--- src/hw/dlc_defs.vh ---
// Constants for the deserializer link output control block.
// Assumes a 100 MHz system clock; included by bare name.
`ifndef DLC_DEFS_VH
`define DLC_DEFS_VH

// Register offsets, 8-bit plain register port
`define DLC_ADDR_GENERAL 8'h02
`define DLC_ADDR_CONFIG 8'h03
`define DLC_ADDR_STATUS 8'h1C
`define DLC_ADDR_ERRCNT 8'h41

// Field positions
`define DLC_GEN_OSC_EN 5
`define DLC_GEN_OSC_SEL_HI 1
`define DLC_CFG_OEN 0
`define DLC_CFG_OSS 1
`define DLC_CFG_EDGE 2
`define DLC_CFG_LFM 3
`define DLC_CFG_RPT 4
`define DLC_CFG_BC 5
`define DLC_CFG_I2SB 6
`define DLC_CFG_REGSRC 7

// Reset values
`define DLC_GENERAL_RST 8'h00
`define DLC_CONFIG_RST 8'h07

// Timing
`define DLC_CLK_MHZ 100
`define DLC_STOP_NS 1000
// Stop time in system clocks, 1000 ns at 100 MHz, sized for the counter
`define DLC_STOP_CYC 8'h64
`define DLC_LOCK_EDGES 5'h10
`define DLC_ERR_MAX 5'h1F

// Oscillator half periods in system clocks
`define DLC_OSC_HALF0 5'h02
`define DLC_OSC_HALF1 5'h04
`define DLC_OSC_HALF2 5'h08
`define DLC_OSC_HALF3 5'h10

// Strap ratio thresholds, ratio scaled by 256
`define DLC_THR_2 8'h0F
`define DLC_THR_3 8'h23
`define DLC_THR_4 8'h32
`define DLC_THR_5 8'h47
`define DLC_THR_6 8'h5B
`define DLC_THR_7 8'h72
`define DLC_THR_8 8'h89
`define DLC_THR_9 8'h9B

// Strap codes
`define DLC_CODE_BC 4'h9

`endif

--- src/hw/dlc_sync.v ---
// Three-stage synchroniser for a vector of pin inputs.
// Output moves only when stages two and three agree; runs on clk_i.
`timescale 1ns/10ps
module dlc_sync #(
	parameter W = 1
) (
	input wire clk_i,
	input wire rst_i,
	input wire ce_i,
	input wire [W-1:0] async_i,
	input wire [W-1:0] reset_val_i,
	output reg [W-1:0] sync_o
);
	reg [W-1:0] stage1;
	reg [W-1:0] stage2;
	reg [W-1:0] stage3;
	genvar i;

	generate
		for (i = 0; i < W; i = i + 1) begin : g_bit
			always @(posedge clk_i) begin
				if (rst_i) begin
					stage1[i] <= 1'b0;
					stage2[i] <= 1'b0;
					stage3[i] <= 1'b0;
					sync_o[i] <= 1'b0;
				end else if (ce_i) begin
					stage1[i] <= async_i[i];
					stage2[i] <= stage1[i];
					stage3[i] <= stage2[i];
					// Stage one is never looked at here
					if (stage2[i] == stage3[i])
						sync_o[i] <= stage3[i];
				end
			end
		end
	endgenerate

	// Reset constant only; input kept for a uniform port list
	wire unused_rv;
	assign unused_rv = |reset_val_i;
endmodule // dlc_sync

--- src/hw/dlc_top.v ---
// Deserializer link output control: power-down, stop-stream sleep,
// relock, fault status, error count, oscillator clock, edge select,
// output-state matrix, strap decode, downstream interrupt forward.
// Assumes rx_* come from recovery logic on clk_i; pins are asynchronous.
// Behaviour
// - Power-down low disables device, all listed outputs undriven.
// - No embedded clock edges detected means stop, enter sleep.
// - Stream resuming after sleep relocks without any training pattern.
// - Sleep entry or exit leaves every configuration register intact.
// - Any of seven cable faults clears the cable-detected flag.
// - Link errors counted in a five-bit readable field.
// - Lost input, output enable one, select zero, oscillator enable set: oscillator pixel clock.
// - Edge select one launches data on rising edge, zero falling.
// - After power-down release, lock undriven or low until locked.
// - Lock output goes high once the lock sequence completes.
// - Output enable zero: lock driven once first locked, others low or undriven by select.
// - Enable one, input static: outputs low; select zero clock oscillator, select one pass holds.
// - Enable one, input active: lock high, outputs valid or low.
// - Low-frequency mode chooses 5-15 MHz range, default 15-85 MHz.
// - Downstream interrupt low is conveyed back over the link.
// - Configuration from register bit or decoded strap voltage ratio.
// - Codes 1-4 normal range, 5-8 low range, 9 backward compatible.
`timescale 1ns/10ps
`include "dlc_defs.vh"
module dlc_top (
	input wire clk_i,
	input wire rst_i,
	input wire ce_i,
	input wire power_down_n_i,
	input wire serial_clk_i,
	input wire [6:0] link_fault_i,
	input wire link_error_i,
	input wire downstream_interrupt_in_n_i,
	input wire [7:0] mode_sel_ratio_i,
	input wire [23:0] rx_data_i,
	input wire [3:0] rx_gpio_i,
	input wire [3:0] rx_i2s_i,
	input wire rx_pass_i,
	input wire [7:0] addr_i,
	input wire [7:0] wdata_i,
	input wire wr_i,
	input wire rd_i,
	output reg [7:0] rdata_o,
	output reg lock_o,
	output reg lock_oe_o,
	output reg pass_o,
	output reg pass_oe_o,
	output reg [23:0] data_o,
	output reg [3:0] gpio_o,
	output reg [3:0] i2s_o,
	output reg par_oe_o,
	output reg pclk_o,
	output reg pclk_oe_o,
	output reg sleep_o,
	output reg remote_int_n_o,
	output reg low_frequency_mode_o,
	output reg repeater_o,
	output reg backward_compat_o,
	output reg i2s_chan_b_o
);
	localparam ST_OFF = 2'b00;
	localparam ST_ACQ = 2'b01;
	localparam ST_LOCK = 2'b10;
	localparam ST_SLEEP = 2'b11;
	localparam [7:0] STOP_CYC = `DLC_STOP_CYC;

	// Synchronised pins
	wire [18:0] pin_sync;
	wire pd_n;
	wire s_clk;
	wire [6:0] fault;
	wire err_lvl;
	wire ds_int_n;
	wire [7:0] ratio;

	dlc_sync #(.W(19)) u_sync (
		.clk_i(clk_i),
		.rst_i(rst_i),
		.ce_i(ce_i),
		.async_i({mode_sel_ratio_i, downstream_interrupt_in_n_i,
			link_error_i, link_fault_i, serial_clk_i, power_down_n_i}),
		.reset_val_i(19'h00000),
		.sync_o(pin_sync)
	);
	assign pd_n = pin_sync[0];
	assign s_clk = pin_sync[1];
	assign fault = pin_sync[8:2];
	assign err_lvl = pin_sync[9];
	assign ds_int_n = pin_sync[10];
	assign ratio = pin_sync[18:11];

	// Registers
	reg [7:0] gen_reg;
	reg [7:0] cfg_reg;
	reg [4:0] err_cnt;
	reg link_ok;
	reg [1:0] state;
	reg [1:0] next_state;
	reg [7:0] idle_cnt;
	reg [4:0] edge_cnt;
	reg s_clk_q;
	reg err_q;
	reg pd_q;
	reg ever_locked;
	reg [4:0] osc_cnt;
	reg osc_clk;
	reg [3:0] code;
	reg [4:0] osc_half;

	wire s_rise;
	wire s_fall;
	wire s_edge;
	wire launch;
	wire err_rise;
	wire pd_rise;
	wire locked;
	wire osc_en;
	wire output_enable_sel;
	wire oss;

	assign s_rise = s_clk & ~s_clk_q;
	assign s_fall = ~s_clk & s_clk_q;
	assign s_edge = s_rise | s_fall;
	assign launch = cfg_reg[`DLC_CFG_EDGE] ? s_rise : s_fall;
	assign err_rise = err_lvl & ~err_q;
	assign pd_rise = pd_n & ~pd_q;
	assign locked = (state == ST_LOCK);
	assign osc_en = gen_reg[`DLC_GEN_OSC_EN];
	assign output_enable_sel = cfg_reg[`DLC_CFG_OEN];
	assign oss = cfg_reg[`DLC_CFG_OSS];

	// Register writes; sleep never touches these
	always @(posedge clk_i) begin
		if (rst_i) begin
			gen_reg <= `DLC_GENERAL_RST;
			cfg_reg <= `DLC_CONFIG_RST;
		end else if (ce_i && wr_i) begin
			if (addr_i == `DLC_ADDR_GENERAL)
				gen_reg <= wdata_i;
			else if (addr_i == `DLC_ADDR_CONFIG)
				cfg_reg <= wdata_i;
		end
	end

	// Read data one cycle after the strobe
	always @(posedge clk_i) begin
		if (rst_i) begin
			rdata_o <= 8'h00;
		end else if (ce_i) begin
			if (!rd_i)
				rdata_o <= 8'h00;
			else if (addr_i == `DLC_ADDR_GENERAL)
				rdata_o <= gen_reg;
			else if (addr_i == `DLC_ADDR_CONFIG)
				rdata_o <= cfg_reg;
			else if (addr_i == `DLC_ADDR_STATUS)
				rdata_o <= {5'h00, sleep_o, locked, link_ok};
			else if (addr_i == `DLC_ADDR_ERRCNT)
				rdata_o <= {3'h0, err_cnt};
			else
				rdata_o <= 8'h00;
		end
	end

	// Cable fault status and error count
	always @(posedge clk_i) begin
		if (rst_i) begin
			link_ok <= 1'b0;
			err_cnt <= 5'h00;
			err_q <= 1'b0;
		end else if (ce_i) begin
			err_q <= err_lvl;
			link_ok <= pd_n & ~(|fault);
			// A new error beats a clearing read
			if (err_rise && rd_i && addr_i == `DLC_ADDR_ERRCNT)
				err_cnt <= 5'h01;
			else if (rd_i && addr_i == `DLC_ADDR_ERRCNT)
				err_cnt <= 5'h00;
			else if (err_rise && err_cnt != `DLC_ERR_MAX)
				err_cnt <= err_cnt + 5'h01;
		end
	end

	// Lock and sleep sequencing
	always @* begin
		next_state = state;
		case (state)
		ST_OFF: begin
			if (pd_n)
				next_state = ST_ACQ;
		end
		ST_ACQ: begin
			if (idle_cnt == STOP_CYC)
				next_state = ST_SLEEP;
			else if (s_edge && edge_cnt == `DLC_LOCK_EDGES)
				next_state = ST_LOCK;
		end
		ST_LOCK: begin
			if (idle_cnt == STOP_CYC)
				next_state = ST_SLEEP;
		end
		default: begin
			if (s_edge)
				next_state = ST_ACQ;
		end
		endcase
		if (!pd_n)
			next_state = ST_OFF;
	end

	always @(posedge clk_i) begin
		if (rst_i) begin
			state <= ST_OFF;
			idle_cnt <= 8'h00;
			edge_cnt <= 5'h00;
			s_clk_q <= 1'b0;
			sleep_o <= 1'b0;
			ever_locked <= 1'b0;
		end else if (ce_i) begin
			state <= next_state;
			s_clk_q <= s_clk;
			// Follows the state so lock has already dropped
			sleep_o <= (state == ST_SLEEP);
			// Missing embedded clock edges mean a stopped stream
			if (s_edge || state == ST_OFF || state == ST_SLEEP)
				idle_cnt <= 8'h00;
			else if (idle_cnt != STOP_CYC)
				idle_cnt <= idle_cnt + 8'h01;
			if (next_state != ST_ACQ)
				edge_cnt <= 5'h00;
			else if (s_edge && edge_cnt != `DLC_LOCK_EDGES)
				edge_cnt <= edge_cnt + 5'h01;
			if (next_state == ST_OFF)
				ever_locked <= 1'b0;
			else if (next_state == ST_LOCK)
				ever_locked <= 1'b1;
		end
	end

	// Fallback oscillator, frequency from the general register
	always @* begin
		case (gen_reg[`DLC_GEN_OSC_SEL_HI:0])
		2'b00: osc_half = `DLC_OSC_HALF0;
		2'b01: osc_half = `DLC_OSC_HALF1;
		2'b10: osc_half = `DLC_OSC_HALF2;
		default: osc_half = `DLC_OSC_HALF3;
		endcase
	end

	always @(posedge clk_i) begin
		if (rst_i) begin
			osc_cnt <= 5'h00;
			osc_clk <= 1'b0;
		end else if (ce_i) begin
			if (!osc_en || !pd_n) begin
				osc_cnt <= 5'h00;
				osc_clk <= 1'b0;
			end else if (osc_cnt >= osc_half - 5'h01) begin
				osc_cnt <= 5'h00;
				osc_clk <= ~osc_clk;
			end else begin
				osc_cnt <= osc_cnt + 5'h01;
			end
		end
	end

	// Strap ratio to discrete code
	always @* begin
		if (ratio < `DLC_THR_2)
			code = 4'h1;
		else if (ratio < `DLC_THR_3)
			code = 4'h2;
		else if (ratio < `DLC_THR_4)
			code = 4'h3;
		else if (ratio < `DLC_THR_5)
			code = 4'h4;
		else if (ratio < `DLC_THR_6)
			code = 4'h5;
		else if (ratio < `DLC_THR_7)
			code = 4'h6;
		else if (ratio < `DLC_THR_8)
			code = 4'h7;
		else if (ratio < `DLC_THR_9)
			code = 4'h8;
		else
			code = `DLC_CODE_BC;
	end

	// Mode settings latch at power-down release only, so a changed
	// low-frequency mode needs a power-down pulse to take effect
	always @(posedge clk_i) begin
		if (rst_i) begin
			pd_q <= 1'b0;
			low_frequency_mode_o <= 1'b0;
			repeater_o <= 1'b0;
			backward_compat_o <= 1'b0;
			i2s_chan_b_o <= 1'b0;
		end else if (ce_i) begin
			pd_q <= pd_n;
			if (pd_rise && cfg_reg[`DLC_CFG_REGSRC]) begin
				backward_compat_o <= cfg_reg[`DLC_CFG_BC];
				// Backward mode forces the normal range
				low_frequency_mode_o <= cfg_reg[`DLC_CFG_LFM] &
					~cfg_reg[`DLC_CFG_BC];
				repeater_o <= cfg_reg[`DLC_CFG_RPT];
				i2s_chan_b_o <= cfg_reg[`DLC_CFG_I2SB];
			end else if (pd_rise) begin
				backward_compat_o <= (code == `DLC_CODE_BC);
				low_frequency_mode_o <= (code >= 4'h5) &&
					(code != `DLC_CODE_BC);
				repeater_o <= (code == 4'h3) || (code == 4'h4) ||
					(code == 4'h7) || (code == 4'h8);
				i2s_chan_b_o <= (code != `DLC_CODE_BC) &&
					!code[0];
			end
		end
	end

	// Downstream interrupt level goes straight back over the link;
	// the far end rearms on the next falling edge
	always @(posedge clk_i) begin
		if (rst_i)
			remote_int_n_o <= 1'b1;
		else if (ce_i)
			remote_int_n_o <= pd_n ? ds_int_n : 1'b1;
	end

	// Output-state matrix
	always @(posedge clk_i) begin
		if (rst_i) begin
			lock_o <= 1'b0;
			lock_oe_o <= 1'b0;
			pass_o <= 1'b0;
			pass_oe_o <= 1'b0;
			data_o <= 24'h000000;
			gpio_o <= 4'h0;
			i2s_o <= 4'h0;
			par_oe_o <= 1'b0;
			pclk_o <= 1'b0;
			pclk_oe_o <= 1'b0;
		end else if (ce_i) begin
			lock_o <= locked;
			if (!pd_n) begin
				lock_oe_o <= 1'b0;
				pass_oe_o <= 1'b0;
				par_oe_o <= 1'b0;
				pclk_oe_o <= 1'b0;
				pass_o <= 1'b0;
				data_o <= 24'h000000;
				gpio_o <= 4'h0;
				i2s_o <= 4'h0;
				pclk_o <= 1'b0;
			end else if (!output_enable_sel) begin
				// Lock floats until the first lock after release
				lock_oe_o <= ever_locked;
				pass_oe_o <= ~oss;
				par_oe_o <= ~oss;
				pclk_oe_o <= ~oss;
				pass_o <= 1'b0;
				data_o <= 24'h000000;
				gpio_o <= 4'h0;
				i2s_o <= 4'h0;
				pclk_o <= 1'b0;
			end else if (!locked) begin
				lock_oe_o <= 1'b1;
				pass_oe_o <= 1'b1;
				par_oe_o <= 1'b1;
				pclk_oe_o <= 1'b1;
				if (!oss)
					pass_o <= 1'b0;
				data_o <= 24'h000000;
				gpio_o <= 4'h0;
				i2s_o <= 4'h0;
				pclk_o <= ~oss & osc_en & osc_clk;
			end else begin
				lock_oe_o <= 1'b1;
				pass_oe_o <= 1'b1;
				par_oe_o <= 1'b1;
				pclk_oe_o <= 1'b1;
				pclk_o <= oss & s_clk;
				if (!oss) begin
					pass_o <= 1'b0;
					data_o <= 24'h000000;
					gpio_o <= 4'h0;
					i2s_o <= 4'h0;
				end else if (launch) begin
					pass_o <= rx_pass_i;
					data_o <= rx_data_i;
					gpio_o <= rx_gpio_i;
					i2s_o <= rx_i2s_i;
				end
			end
		end
	end
endmodule // dlc_top

--- config.mk ---
export PLATFORM = sky130hd
export DESIGN_NAME = dlc_top
export DESIGN_NICKNAME = d
export VERILOG_FILES = /design/src/hw/dlc_sync.v /design/src/hw/dlc_top.v
export VERILOG_INCLUDE_DIRS = /design/src /design/src/hw
export SDC_FILE = /design/constraint.sdc
export NUM_CORES = 1
export LEC_CHECK = 0
export BUFFER_PORTS_ARGS = -buffer_cell sky130_fd_sc_hd__buf_2
export CAP_MARGIN = 20
export CORE_ASPECT_RATIO = 1.4
export CORE_MARGIN = 2
export CORE_UTILIZATION = 58
export CTS_BUF_LIST = sky130_fd_sc_hd__clkbuf_4
export CTS_CLUSTER_DIAMETER = 100
export DETAILED_ROUTE_END_ITERATION = 12
export GPL_TIMING_DRIVEN = 0
export PLACE_DENSITY_LB_ADDON = 0.15
export SLEW_MARGIN = 5
export SYNTH_ARGS = -nofsm -noshare
export SYNTH_HDL_FRONTEND = slang
export SYNTH_SLANG_ARGS = --single-unit
--- constraint.sdc ---
create_clock -name clk_i -period 2.6 [get_ports clk_i]
set_input_delay 0.52 -clock clk_i [delete_from_list [all_inputs] [get_ports clk_i]]
set_output_delay 0.52 -clock clk_i [all_outputs]
set_load 0.05 [all_outputs]
# Word level (Yosys, flattened, before mapping)

Cells that the tools add are included.

Bits in latches: 0
Bits in writable memories: 0
Output and inout bits: 53
ROM bits: 0
Register bits after elaboration: 174
Memories: 0
Bits of input ports: 73

Shift operators: 0
$add $sub $neg: 5
Multipliers: 0
Magnitude comparators: 10
Bitwise gates (word level): 19
Equality and inequality tests: 44
Divide/modulo/power cells: 0
Muxes and demuxes: 71
Reductions and logical operators: 58

Operators with widths:

| cell                                                        | number |
|---|---|
| two-way mux 24 bit                                          | 5 |
| two-way mux 4 bit                                           | 17 |
| AND reduction 2 bit                                         | 27 |
| two-way mux 5 bit                                           | 9 |
| two-way mux 8 bit                                           | 5 |
| two-way mux 1 bit                                           | 28 |
| less-than comparator 8 x 7 -> 1 bit (second input constant) | 3 |
| == test 1 bit                                               | 19 |
| == test 8 x 2 -> 1 bit (second input constant)              | 2 |
| == test 8 x 7 -> 1 bit (second input constant)              | 2 |
| less-than comparator 8 x 6 -> 1 bit (second input constant) | 2 |
| less-than comparator 8 bit (second input constant)          | 2 |
| adder 5 x 1 -> 5 bit (second input constant)                | 3 |
| inequality test 5 bit (second input constant)               | 3 |
| case mux 5 bit (3 select lines)                             | 1 |
| inequality test 4 bit (second input constant)               | 3 |
| logical AND 1 bit                                           | 10 |
| two-way mux 2 bit                                           | 5 |
| nonzero test 2 bit                                          | 5 |
| bitwise AND 1 bit                                           | 9 |
| inverter 1 bit                                              | 9 |
| adder 8 x 1 -> 8 bit (second input constant)                | 1 |
| == test 2 bit (second input constant)                       | 4 |
| == test 4 x 3 -> 1 bit (second input constant)              | 2 |
| 19 further kinds                                            | 31 |

# Depth between registers and ports, before layout

Gate-level depths: netlist (run 1).

Depth in word-level cells: 15
Depth in mapped cells: 8
Mapped depth without buffers: 7

# Cells and area by module

Synthesis (run 1) repeated with hierarchy kept, for this count alone.

Cell total of the unflattened synthesis: 859
Area, all modules: 7706.1 um^2

By module, submodules not included:

| module   | cells each | area an instance (um^2) | times used |
|---|---|---|---|
| dlc_top  | 553        | 4584.4                  | 1 |
| dlc_sync | 306        | 3121.7                  | 1 |

# Worst setup path before layout (run 1)

No wires, ideal clock.

Kind: input port to flip-flop
Start: in addr_i[5]
End: reg cfg_reg[0]
Data required time: 2480 ps
Stages on the path: 7
Setup slack: 478 ps
Arrival time: 2003 ps
Cell sequence: or4_4 > buf_6 > nor3_4 > and4_4 > buf_12 > nor2_1 > a211o_1

Cells in the longest elaborated chain, start to end: 3
Elaborated cells between the ends (all ways): 4
Classes of those cells: eq/ne: 2; bitwise: 1; reduce/logical: 1

Ends and longest elaborated chain:

| what                             | RTL line      | RTL |
|---|---|---|
| start: declaration               | dlc_top.v:39  | `input wire [7:0] addr_i,` |
| == test 8 x 2 -> 1 bit (no line) | -             |  |
| inverter 1 bit (no line)         | -             |  |
| AND reduction 3 bit (no line) *  | -             |  |
| end signal: assignment           | dlc_top.v:136 | `` cfg_reg <= `DLC_CONFIG_RST; `` |
| end signal: assignment           | dlc_top.v:141 | `cfg_reg <= wdata_i;` |
| end: declaration                 | dlc_top.v:94  | `reg [7:0] cfg_reg;` |

Mark *: on every way between the ends. The rest lies on a longest branch, timed or not.
A chain may end at the register's enable or synchronous reset.

# Final worst setup path (run 1)

Start: reg u_sync.sync_o[1]
End: reg edge_cnt[2]

Cells in the longest elaborated chain, start to end: 11
Elaborated cells between the ends (all ways): 15
Classes of those cells: eq/ne: 1; mux: 6; bitwise: 4; reduce/logical: 4

Ends and longest elaborated chain:

| what                             | RTL line      | RTL |
|---|---|---|
| start: declaration               | dlc_sync.v:12 | `output reg [W-1:0] sync_o` |
| start signal: indexed assignment | dlc_sync.v:33 | `sync_o[i] <= stage3[i];` |
| inverter 1 bit                   | dlc_top.v:122 | `assign s_fall = ~s_clk & s_clk_q;` |
| bitwise AND 1 bit                | dlc_top.v:122 |  |
| bitwise OR 1 bit *               | dlc_top.v:123 | `assign s_edge = s_rise \| s_fall;` |
| logical AND 1 bit (no line)      | -             |  |
| two-way mux 2 bit                | dlc_top.v:195 | `` else if (s_edge && edge_cnt == `DLC_LOCK_EDGES) `` |
| two-way mux 2 bit                | dlc_top.v:193 | `if (idle_cnt == STOP_CYC)` |
| case mux 2 bit (3 select lines)  | dlc_top.v:187 | `case (state)` |
| two-way mux 2 bit                | dlc_top.v:207 | `if (!pd_n)` |
| inequality test 2 x 1 -> 1 bit   | dlc_top.v:229 | `if (next_state != ST_ACQ)` |
| nonzero test 2 bit (no line)     | -             |  |
| AND reduction 2 bit (no line)    | -             |  |
| end signal: assignment           | dlc_top.v:232 | `edge_cnt <= edge_cnt + 5'h01;` |
| end: declaration                 | dlc_top.v:100 | `reg [4:0] edge_cnt;` |

Marks and branches as above.

==> results.py, run 1 <==
metrics = {
    "global_routing": {
        "grt_max_degree": 17,
        "grt_pass1_wl_um": 29900,
        "overflow": 0,
        "grt_pass1_vias": 6147,
        "antenna_found_initial": 1,
        "grt_usage_pct": 26.9,
    },
    "setup_path": {
        "reg2reg_setup_slack_ns": 0.28,
        "r2r-start": "u_sync.sync_o[1]",
        "worstPathRequired_ns": 3.08,
        "cp.arrival_ns": 2.80,
        "timing.rr.end": "edge_cnt[2]",
        "worstSetupPathType": "register to register",
        "reg2reg_depth": 7,
        "start_kind": "register",
        "path_max_fanout": 10,
        "endpoint_kind": "register",
    },
    "drt": {
        "drt_iter0_drc": 410,
        "antenna_left": 0,
        "via_per_inst": 5.72,
        "dr_total_vias": 6658,
        "drc": 0,
        "drt-total-wl_um": 18500,
        "wl_per_cell_um": 15.9,
        "firstDrtPassIters": 6,
    },
    "min_path": {
        "worstHoldStart": "link_fault_i[4]",
        "holdPathEnd": "u_sync.stage1[6]",
        "hold_class": "input pin to register",
        "holdPathStages": 3,
    },
    "sta": {
        "drv_slew": 0,
        "period_needed_ns": 2.32,
        "worst_slack_ns": 0.280,
        "fin_crit_sh_pct": 89.2,
        "worst_slew_margin_rel_pct": 40.1,
        "hold_viol_final": 0,
        "whs_ns": 0.186,
        "setup_viol": 0,
        "timing.fmax_mhz": 431,
        "skew_ns": 0.0218,
        "fin_tns_setup_ns": 0,
        "worstMarginPinSlew_ns": 0.898,
        "rsz0062_at_grt": "no",
    },
    "synthesis": {
        "synth_warnings": 0,
        "synth.yosys.seq_area_share_pct": 46.6,
        "postSynthAreaPerCell_um2": 8.73,
        "synth_nets": 941,
        "synth.distinct_cells": 67,
        "synth_ff_type": "dfxtp_1",
        "synth_edf_count": 0,
        "synth_area_leader_cell": "dfxtp_1",
        "synthCells": 856,
        "syn_area_um2": 7470,
        "yosysTopAreaCellShare_pct": 46.6,
        "async_flop_share_pct": 0,
        "synth_area_leaders": "dfxtp_1 47%, mux2i_1 9.6%, a21oi_1 5.6%, nor2_1 5.3%, nand2_1 5.2%",
        "ys_ff_latch": 174,
    },
    "finish": {
        "num-nets-final": 1083,
        "drive_above_1_share_pct": 17.3,
        "area_delta_synth_final_pct": 14.6,
        "top_register": "data_o",
        "largest_reg_flops": 24,
        "final_common_cell": "dfxtp_1",
        "layout_common_cells": "174 x dfxtp_1, 126 x buf_2, 106 x nor2_1, 103 x nand2_1, 83 x a21oi_1",
    },
    "clock_tree": {
        "numClockSinks": 174,
        "numCtsBuffers": 17,
        "cts_root_buf": "clkbuf_4",
        "cts_hold_buf": 0,
        "postCtsSetupBuffers": 0,
        "cts.path.max_buffers": 2,
        "cts_tree": "yes",
        "clk-insertion-delay-late_ns": 0.56,
        "clkTransAtPathRegs_ns": 0.15,
        "htreeDepth": 4,
        "cts_resized": 0,
    },
    "placed_design": {
        "dp_slack_ns": 0.239,
        "dp.final_hpwl_um": 13500,
        "port_buffers": 123,
        "gp_congestion": 0.860,
    },
    "die": {
        "core_um2": 12700,
        "fp.dieArea_um2": 13800,
        "ios": 126,
        "chipHeight_um": 138,
        "initial_utilization_pct": 58.9,
        "rows": 49,
        "die_x_um": 99.9,
    },
    "power_and_ir_drop": {
        "power_density_nw_per_um2": 535,
        "power_leakage_nw": 3.63,
        "finalPower_mw": 4.58,
        "vdd_drop_max_mv": 0.399,
    },
    "job": {
        "drv_cap": 0,
    },
    "status": {
        "status": "finished, final reports clean",
    },
}
[final cells by class]
type	instances	area, um^2
tap	153	191
buffer	57	249
fill	1125	4130
antenna	1	2.50
sequential	174	3480
inverter	17	63.8
multi-input combinational	608	3670
clock inverter	14	155
clock buffer	17	128
timing repair buffer	123	616
[worst max-delay path, cell delays in order (launching register included)]
cell and delay [ns]:
dfxtp_1 0.44, inv_1 0.09, ha_1 0.37, inv_1 0.10, o2bb2ai_1 0.19, a221oi_4 0.45
or4b_1 0.47, a31oi_1 0.16
[per-stage QoR]
step	std cells	cell area (um^2)	util [%]
4_1_cts	1163	8560	67.5
6_report	1164	8560	67.5
5_1_grt	1164	8560	67.5
3_5_place_dp	1132	8280	65.2
2_1_floorplan	856	7470	-
3_3_place_gp	1132	8280	65.2
[metal layers]
metal  GRT usage, %  vias to the layer above  part of all wire, %
met1           33.9                     3126                   42
met4           10.5                        0                  2.8
li1               -                     3292                    -
met2           45.0                      199                   50
met3           5.21                       41                  4.9
met5              0                        -                    0
[logic make-up (layout without fill, tap and decap cells)]
logic type,count (synthesis),in the layout,synth area share (%)
xor+xnor,12,12,1.41
mux,75,75,10.1
flops,174,174,46.6
buf+inv,74,228,4.19
compound gates,190,190,15.9
simple gates,319,319,19.8
other cells,0,1,0
fa+ha+maj,12,12,2.01
[where the power goes]
group,internal (mW),total [mW],switching (mW)
logic,0.113,0.308,0.195
clock network,0.581,1.55,0.965
registers,2.70,2.72,0.0232
[how the worst max path moves through the flow]
stage	start	endpoint	cells after the start
final	u_sync.sync_o[1]	edge_cnt[2]	7
after global placement	ce_i	u_sync.stage3[8]	5
after detailed placement	ce_i	u_sync.stage3[8]	5
after global routing	u_sync.sync_o[1]	data_o[13]	8
after CTS	u_sync.sync_o[1]	edge_cnt[2]	7
after floorplan	addr_i[5]	cfg_reg[0]	7
[synth_stat cells (4+ instances only)]
cell	number
a21o_1	17
clkbuf_1	38
a21oi_1	83
nor4_1	5
nand4b_1	4
a211o_1	4
nor2b_1	8
nand4_1	10
o21ai_0	34
nor3_1	4
xor2_1	10
nand3_1	50
dfxtp_1	174
and3_1	4
a31oi_1	7
a2111oi_0	4
nor2_1	106
inv_1	16
nand2_1	103
ha_1	12
o2111ai_1	4
buf_1	12
mux2i_1	72
nand2b_1	6
o211ai_1	7
No activity file was read; power rests on OpenSTA's default activity.
==> run 2: changes to the inputs <==
--- a/config.mk
+++ b/config.mk
@@ -15,6 +15,7 @@
 export CTS_CLUSTER_DIAMETER = 100
 export DETAILED_ROUTE_END_ITERATION = 12
 export GPL_TIMING_DRIVEN = 0
+export MAX_ROUTING_LAYER = met4
 export PLACE_DENSITY_LB_ADDON = 0.15
 export SLEW_MARGIN = 5
 export SYNTH_ARGS = -nofsm -noshare
==> run 2 against run 1 <==
  * Fmax down 0.66%
  * Total power is 0.14% higher
  * Via count down 0.48%
  * Critical path depth stayed put
  * Clock skew rose by 0.0027 ns
  * Global-route usage grew 0.74 points
  * Sequential power hardly changed
  * First-iteration DRC count up 4.9%
  * Flip-flop and latch count did not move
  * Hold slack worse by 0.0026 ns
==> results.py, run 2 (synthesis results as in run 1) <==
metrics = {
    "sta": {
        "drv_slew": 0,
        "rsz0062_at_grt": "no",
        "timing.fmax_mhz": 428,
        "worst_slew_margin_rel_pct": 39.9,
        "whs_ns": 0.183,
        "fin_tns_setup_ns": 0,
        "worstMarginPinSlew_ns": 0.902,
        "skew_ns": 0.0245,
        "setup_viol": 0,
        "fin_crit_sh_pct": 89.8,
        "period_needed_ns": 2.34,
        "hold_viol_final": 0,
    },
    "power_and_ir_drop": {
        "p_int_mw": 3.40,
        "comb_power_share_pct": 6.7,
        "power_density_nw_per_um2": 536,
        "power_leakage_nw": 3.63,
        "p_sw_mw": 1.19,
        "p_clk_share_pct": 33.8,
        "seq_power_share_pct": 59.4,
        "swShare_pct": 25.9,
        "vdd_drop_max_mv": 0.401,
    },
    "drt": {
        "antenna_left": 0,
        "drt-total-wl_um": 18600,
        "drt_iter0_drc": 430,
        "drc": 0,
        "firstDrtPassIters": 5,
        "wl_per_cell_um": 15.9,
        "via_per_inst": 5.69,
        "dr_total_vias": 6626,
    },
    "placed_design": {
        "dp.final_hpwl_um": 13500,
        "dp_cells": 1132,
        "place_area_um2": 8280,
        "port_buffers": 123,
        "gp_congestion": 0.874,
    },
    "setup_path": {
        "worst-path-buf-inv": 2,
        "reg2reg_depth": 7,
        "cp_slowest_cell": "a221oi_4",
        "max_stage_delay_ns": 0.47,
        "critical_path.cell_chain": "inv_1 -> ha_1 -> inv_1 -> o2bb2ai_1 -> a221oi_4 -> or4b_1 -> a31oi_1",
        "start_kind": "register",
        "timing.rr.end": "edge_cnt[2]",
        "reg2reg_setup_slack_ns": 0.26,
        "cp.arrival_ns": 2.82,
        "path_delay_family": "compound AO/OA/AOI/OAI gates",
        "worstSetupPathType": "register to register",
        "worstPathRequired_ns": 3.08,
        "endpoint_kind": "register",
        "path_max_fanout": 10,
        "timing.critical_path.mode_cell": "inv_1",
        "r2r-start": "u_sync.sync_o[1]",
    },
    "global_routing": {
        "overflow": 0,
        "antenna_found_initial": 1,
        "grt_pass1_vias": 6149,
        "grt_pass1_wl_um": 29800,
        "grt_max_degree": 17,
        "grt_usage_pct": 27.6,
    },
    "status": {
        "status": "finished, final reports clean",
    },
    "min_path": {
        "holdPathStages": 3,
        "holdPathEnd": "u_sync.stage1[15]",
        "worstHoldStart": "mode_sel_ratio_i[4]",
        "hold_class": "input pin to register",
    },
    "clock_tree": {
        "htreeDepth": 4,
        "numClockSinks": 174,
        "cts_hold_buf": 0,
        "clkTransAtPathRegs_ns": 0.15,
        "numCtsBuffers": 17,
        "cts_tree": "yes",
        "cts_resized": 0,
        "cts.path.max_buffers": 2,
        "clk-insertion-delay-late_ns": 0.57,
        "postCtsSetupBuffers": 0,
        "cts_root_buf": "clkbuf_4",
    },
    "finish": {
        "final_design_area_no_fill_um2": 8560,
        "final_common_cell": "dfxtp_1",
        "num-nets-final": 1083,
        "drive_above_1_share_pct": 17.3,
        "largest_reg_flops": 24,
        "top_register": "data_o",
        "stdcell_count": 1164,
        "fill_cells": 1125,
        "layout_common_cells": "174 x dfxtp_1, 126 x buf_2, 106 x nor2_1, 103 x nand2_1, 83 x a21oi_1",
        "area_delta_synth_final_pct": 14.6,
    },
    "die": {
        "ios": 126,
        "fp.dieArea_um2": 13800,
        "die_x_um": 99.9,
        "initial_utilization_pct": 58.9,
        "chipHeight_um": 138,
        "rows": 49,
        "core_um2": 12700,
    },
    "job": {
        "drv_cap": 0,
    },
}
==> run 2: cell counts in the layout (fill, tap and decap cells not counted) <==
Identical to the previous run, type by type.
==> run 2: cell type report <==
type                       count  area [um^2]  area share [%]
tap                          153          191            2.24
clock buffer                  17          128            1.49
timing repair buffer         123          616            7.19
sequential                   174         3480            40.7
clock inverter                14          155            1.81
inverter                      17         63.8           0.745
multi-input combinational    608         3670            42.9
buffer                        57          249            2.91
antenna                        1         2.50          0.0292
==> run 2: worst max-delay path by stage <==
| stage | to | cells after the start | start |
|---|---|---|---|
| floorplan | cfg_reg[0] | 7 | addr_i[5] |
| global placement | u_sync.stage3[8] | 5 | ce_i |
| detailed placement | u_sync.stage3[8] | 5 | ce_i |
| CTS | edge_cnt[2] | 7 | u_sync.sync_o[1] |
| global route | data_o[13] | 8 | u_sync.sync_o[1] |
| finish | edge_cnt[2] | 7 | u_sync.sync_o[1] |
==> run 2: through the flow <==
| stage | total power, mW | util (%) | worst slack, ns |
|---|---|---|---|
| final | 4.59 | 67.5 | 0.265 |
| after global routing | 4.75 | 67.5 | 0.157 |
| after CTS | 4.61 | 67.5 | 0.296 |
| after detailed placement | 3.09 | 65.2 | 0.239 |
| after global placement | 3.09 | 65.2 | 0.257 |
| after floorplan | 2.96 | - | 0.478 |
==> run 2: per-layer routing <==
metal | part of all wire, % | track usage (%)
met2 | 50 | 45.0
met5 | 0 | -
met3 | 5.1 | 4.30
met4 | 2.6 | 11.1
met1 | 42 | 34.1
==> run 2: power by group through the flow <==
stage               clock (mW)  sequential, mW  combinational [mW]
floorplan                    0            2.78               0.178
global placement             0            2.78               0.304
detailed placement           0            2.78               0.306
CTS                       1.58            2.73               0.307
global route              1.68            2.73               0.334
finish                    1.55            2.73               0.309
==> run 2: worst register-to-register path, delay by kind of cell (launching register included) <==
| kind | cells | cell delay [ns] |
|---|---|---|
| buffers and inverters | 2 | 0.18 |
| AND/OR/NAND/NOR | 1 | 0.47 |
| adder cells (fa/ha/maj) | 1 | 0.37 |
| flip-flops | 1 | 0.44 |
| AO/OA/AOI/OAI | 3 | 0.82 |
==> run 3: changes to the inputs <==
--- a/config.mk
+++ b/config.mk
@@ -10,8 +10,7 @@
 export CAP_MARGIN = 20
 export CORE_ASPECT_RATIO = 1.4
 export CORE_MARGIN = 2
-export CORE_UTILIZATION = 58
-export CTS_BUF_LIST = sky130_fd_sc_hd__clkbuf_4
+export CORE_UTILIZATION = 56
 export CTS_CLUSTER_DIAMETER = 100
 export DETAILED_ROUTE_END_ITERATION = 12
 export GPL_TIMING_DRIVEN = 0
@@ -20,4 +19,5 @@
 export SLEW_MARGIN = 5
 export SYNTH_ARGS = -nofsm -noshare
 export SYNTH_HDL_FRONTEND = slang
+export SYNTH_HIERARCHICAL = 1
 export SYNTH_SLANG_ARGS = --single-unit
==> run 3 against run 2 <==
  * Largest cell class unchanged
  * Flip-flop and latch count unchanged
  * Sequential share of layout area down 2.5 points
  * Die area rose by 6.5%
  * Clock skew decreased by 0.018 ns
  * Wire length fell by 4.9%
  * Critical path depth stayed put
  * Global-route usage down 2.8 points
  * Utilization rose by 0.76 points
  * Design area up 6.7%
  * Fmax about the same
  * Critical endpoint is now gen_reg[0]
  * Non-clock buffer count rose by 1
  * Area after synthesis rose by 3.1%
==> results.py, run 3 <==
metrics = {
    "status": {
        "status": "finished, final reports clean",
    },
    "synthesis": {
        "postSynthAreaPerCell_um2": 8.98,
        "synthCells": 858,
        "synth_nets": 943,
        "synth_warnings": 6,
        "syn_area_um2": 7700,
    },
    "finish": {
        "drive_above_1_share_pct": 19.2,
        "final_design_area_no_fill_um2": 9140,
        "final_util_pct": 68.2,
        "layout_common_cells": "174 x dfxtp_1, 135 x buf_2, 104 x nor2_1, 87 x a21oi_1, 78 x mux2i_1",
        "top_register": "data_o",
        "final_common_cell": "dfxtp_1",
        "num-nets-final": 1087,
        "largest_reg_flops": 24,
        "area_delta_synth_final_pct": 18.6,
        "fill_cells": 1185,
        "num_antenna_cells": 0,
    },
    "die": {
        "fp.dieArea_um2": 14700,
        "initial_utilization_pct": 57.5,
        "ios": 126,
        "chipHeight_um": 143,
        "core_um2": 13400,
        "rows": 50,
        "die_x_um": 103,
    },
    "global_routing": {
        "grt_pass1_wl_um": 28000,
        "grt_pass1_vias": 6022,
        "antenna_found_initial": 0,
        "grt_usage_pct": 24.8,
        "overflow": 0,
        "grt_max_degree": 18,
    },
    "power_and_ir_drop": {
        "swShare_pct": 24.6,
        "p_sw_mw": 1.37,
        "power_leakage_nw": 3.73,
        "power_density_nw_per_um2": 610,
        "vdd_drop_max_mv": 0.438,
        "p_int_mw": 4.20,
        "seq_power_share_pct": 48.8,
        "p_clk_share_pct": 45.1,
        "comb_power_share_pct": 6.1,
    },
    "clock_tree": {
        "clkTransAtPathRegs_ns": 0.07,
        "postCtsSetupBuffers": 0,
        "cts.path.max_buffers": 2,
        "numClockSinks": 174,
        "clk-insertion-delay-late_ns": 0.43,
        "cts_resized": 0,
        "cts_tree": "yes",
        "numCtsBuffers": 17,
        "htreeDepth": 4,
        "cts_root_buf": "clkbuf_16",
        "cts_hold_buf": 0,
    },
    "sta": {
        "fin_crit_sh_pct": 89.8,
        "rsz0062_at_grt": "no",
        "worstMarginPinSlew_ns": 0.723,
        "whs_ns": 0.311,
        "worst_slew_margin_rel_pct": 51.8,
        "hold_viol_final": 0,
        "skew_ns": 0.00611,
        "drv_slew": 0,
        "fin_tns_setup_ns": 0,
        "setup_viol": 0,
        "worst_slack_ns": 0.266,
        "timing.fmax_mhz": 428,
        "period_needed_ns": 2.33,
    },
    "drt": {
        "wl_per_cell_um": 14.7,
        "wl_met2_um": 8870,
        "firstDrtPassIters": 5,
        "m1WireLength_um": 7190,
        "dr.max_layer_used": "met4",
        "drt-total-wl_um": 17600,
        "drc": 0,
        "antenna_left": 0,
        "via_per_inst": 5.46,
        "dr_total_vias": 6531,
        "drt_iter0_drc": 189,
        "wl_met3_um": 1130,
    },
    "setup_path": {
        "critical_path.cell_chain": "buf_2 -> nor4_1 -> nand3_1 -> nor2_1 -> nand3_1 -> mux2i_1 -> nor2_1",
        "path_delay_family": "simple AND/OR/NAND/NOR gates",
        "worst-path-buf-inv": 1,
        "reg2reg_setup_slack_ns": 0.30,
        "cp.arrival_ns": 2.63,
        "path_max_fanout": 8,
        "worstPathRequired_ns": 2.89,
        "start_kind": "input pin",
        "max_stage_delay_ns": 0.57,
        "endpoint_kind": "register",
        "cp_slowest_cell": "nor4_1",
        "worstSetupPathType": "input pin to register",
    },
    "placed_design": {
        "dp.final_hpwl_um": 12800,
        "dp_slack_ns": -0.137,
        "port_buffers": 125,
        "gp_congestion": 0.899,
        "place_area_um2": 8560,
    },
    "job": {
        "drv_cap": 0,
    },
    "min_path": {
        "hold_class": "input pin to register",
    },
}
[run 3: cell type report]
type | instances | area (um^2) | area share, %
plain buffers | 56 | 334 | 3.66
clock buffers | 18 | 429 | 4.70
clock inverters | 14 | 150 | 1.64
inverters | 36 | 135 | 1.48
multi-input cells | 592 | 3750 | 41.0
flip-flops and latches | 174 | 3480 | 38.1
well taps | 182 | 228 | 2.49
repair buffers | 125 | 626 | 6.85
[run 3: path summary, 6_finish.rpt]
| kind | cells past startpoint | start | endpoint |
|---|---|---|---|
| hold / removal | 2 | wdata_i[2] | cfg_reg[2] |
| hold reg to reg | 2 | data_o[8] | data_o[8] |
| setup / recovery | 7 | addr_i[5] | gen_reg[0] |
| setup reg to reg | 8 | u_sync/sync_o[0] | data_o[3] |
[run 3: through the flow]
stage	std cells	power (mW)
global route	1197	5.77
global placement	1165	3.12
floorplan	858	2.99
finish	1197	5.57
detailed placement	1165	3.12
CTS	1197	5.61
[run 3: power by group through the flow]
| stage | Combinational, mW | Sequential (mW) | Clock (mW) |
|---|---|---|---|
| 6_report | 0.339 | 2.72 | 2.51 |
| 3_5_place_dp | 0.337 | 2.78 | 0 |
| 3_3_place_gp | 0.335 | 2.78 | 0 |
| 2_1_floorplan | 0.215 | 2.78 | 0 |
| 5_1_grt | 0.367 | 2.73 | 2.68 |
| 4_1_cts | 0.341 | 2.72 | 2.55 |
[run 3: metal layers]
| layer | GRT usage (%) | up-vias |
|---|---|---|
| li1 | - | 3271 |
| met1 | 26.5 | 3014 |
| met2 | 43.5 | 204 |
| met3 | 5.19 | 42 |
| met4 | 10.6 | 0 |
| met5 | - | - |
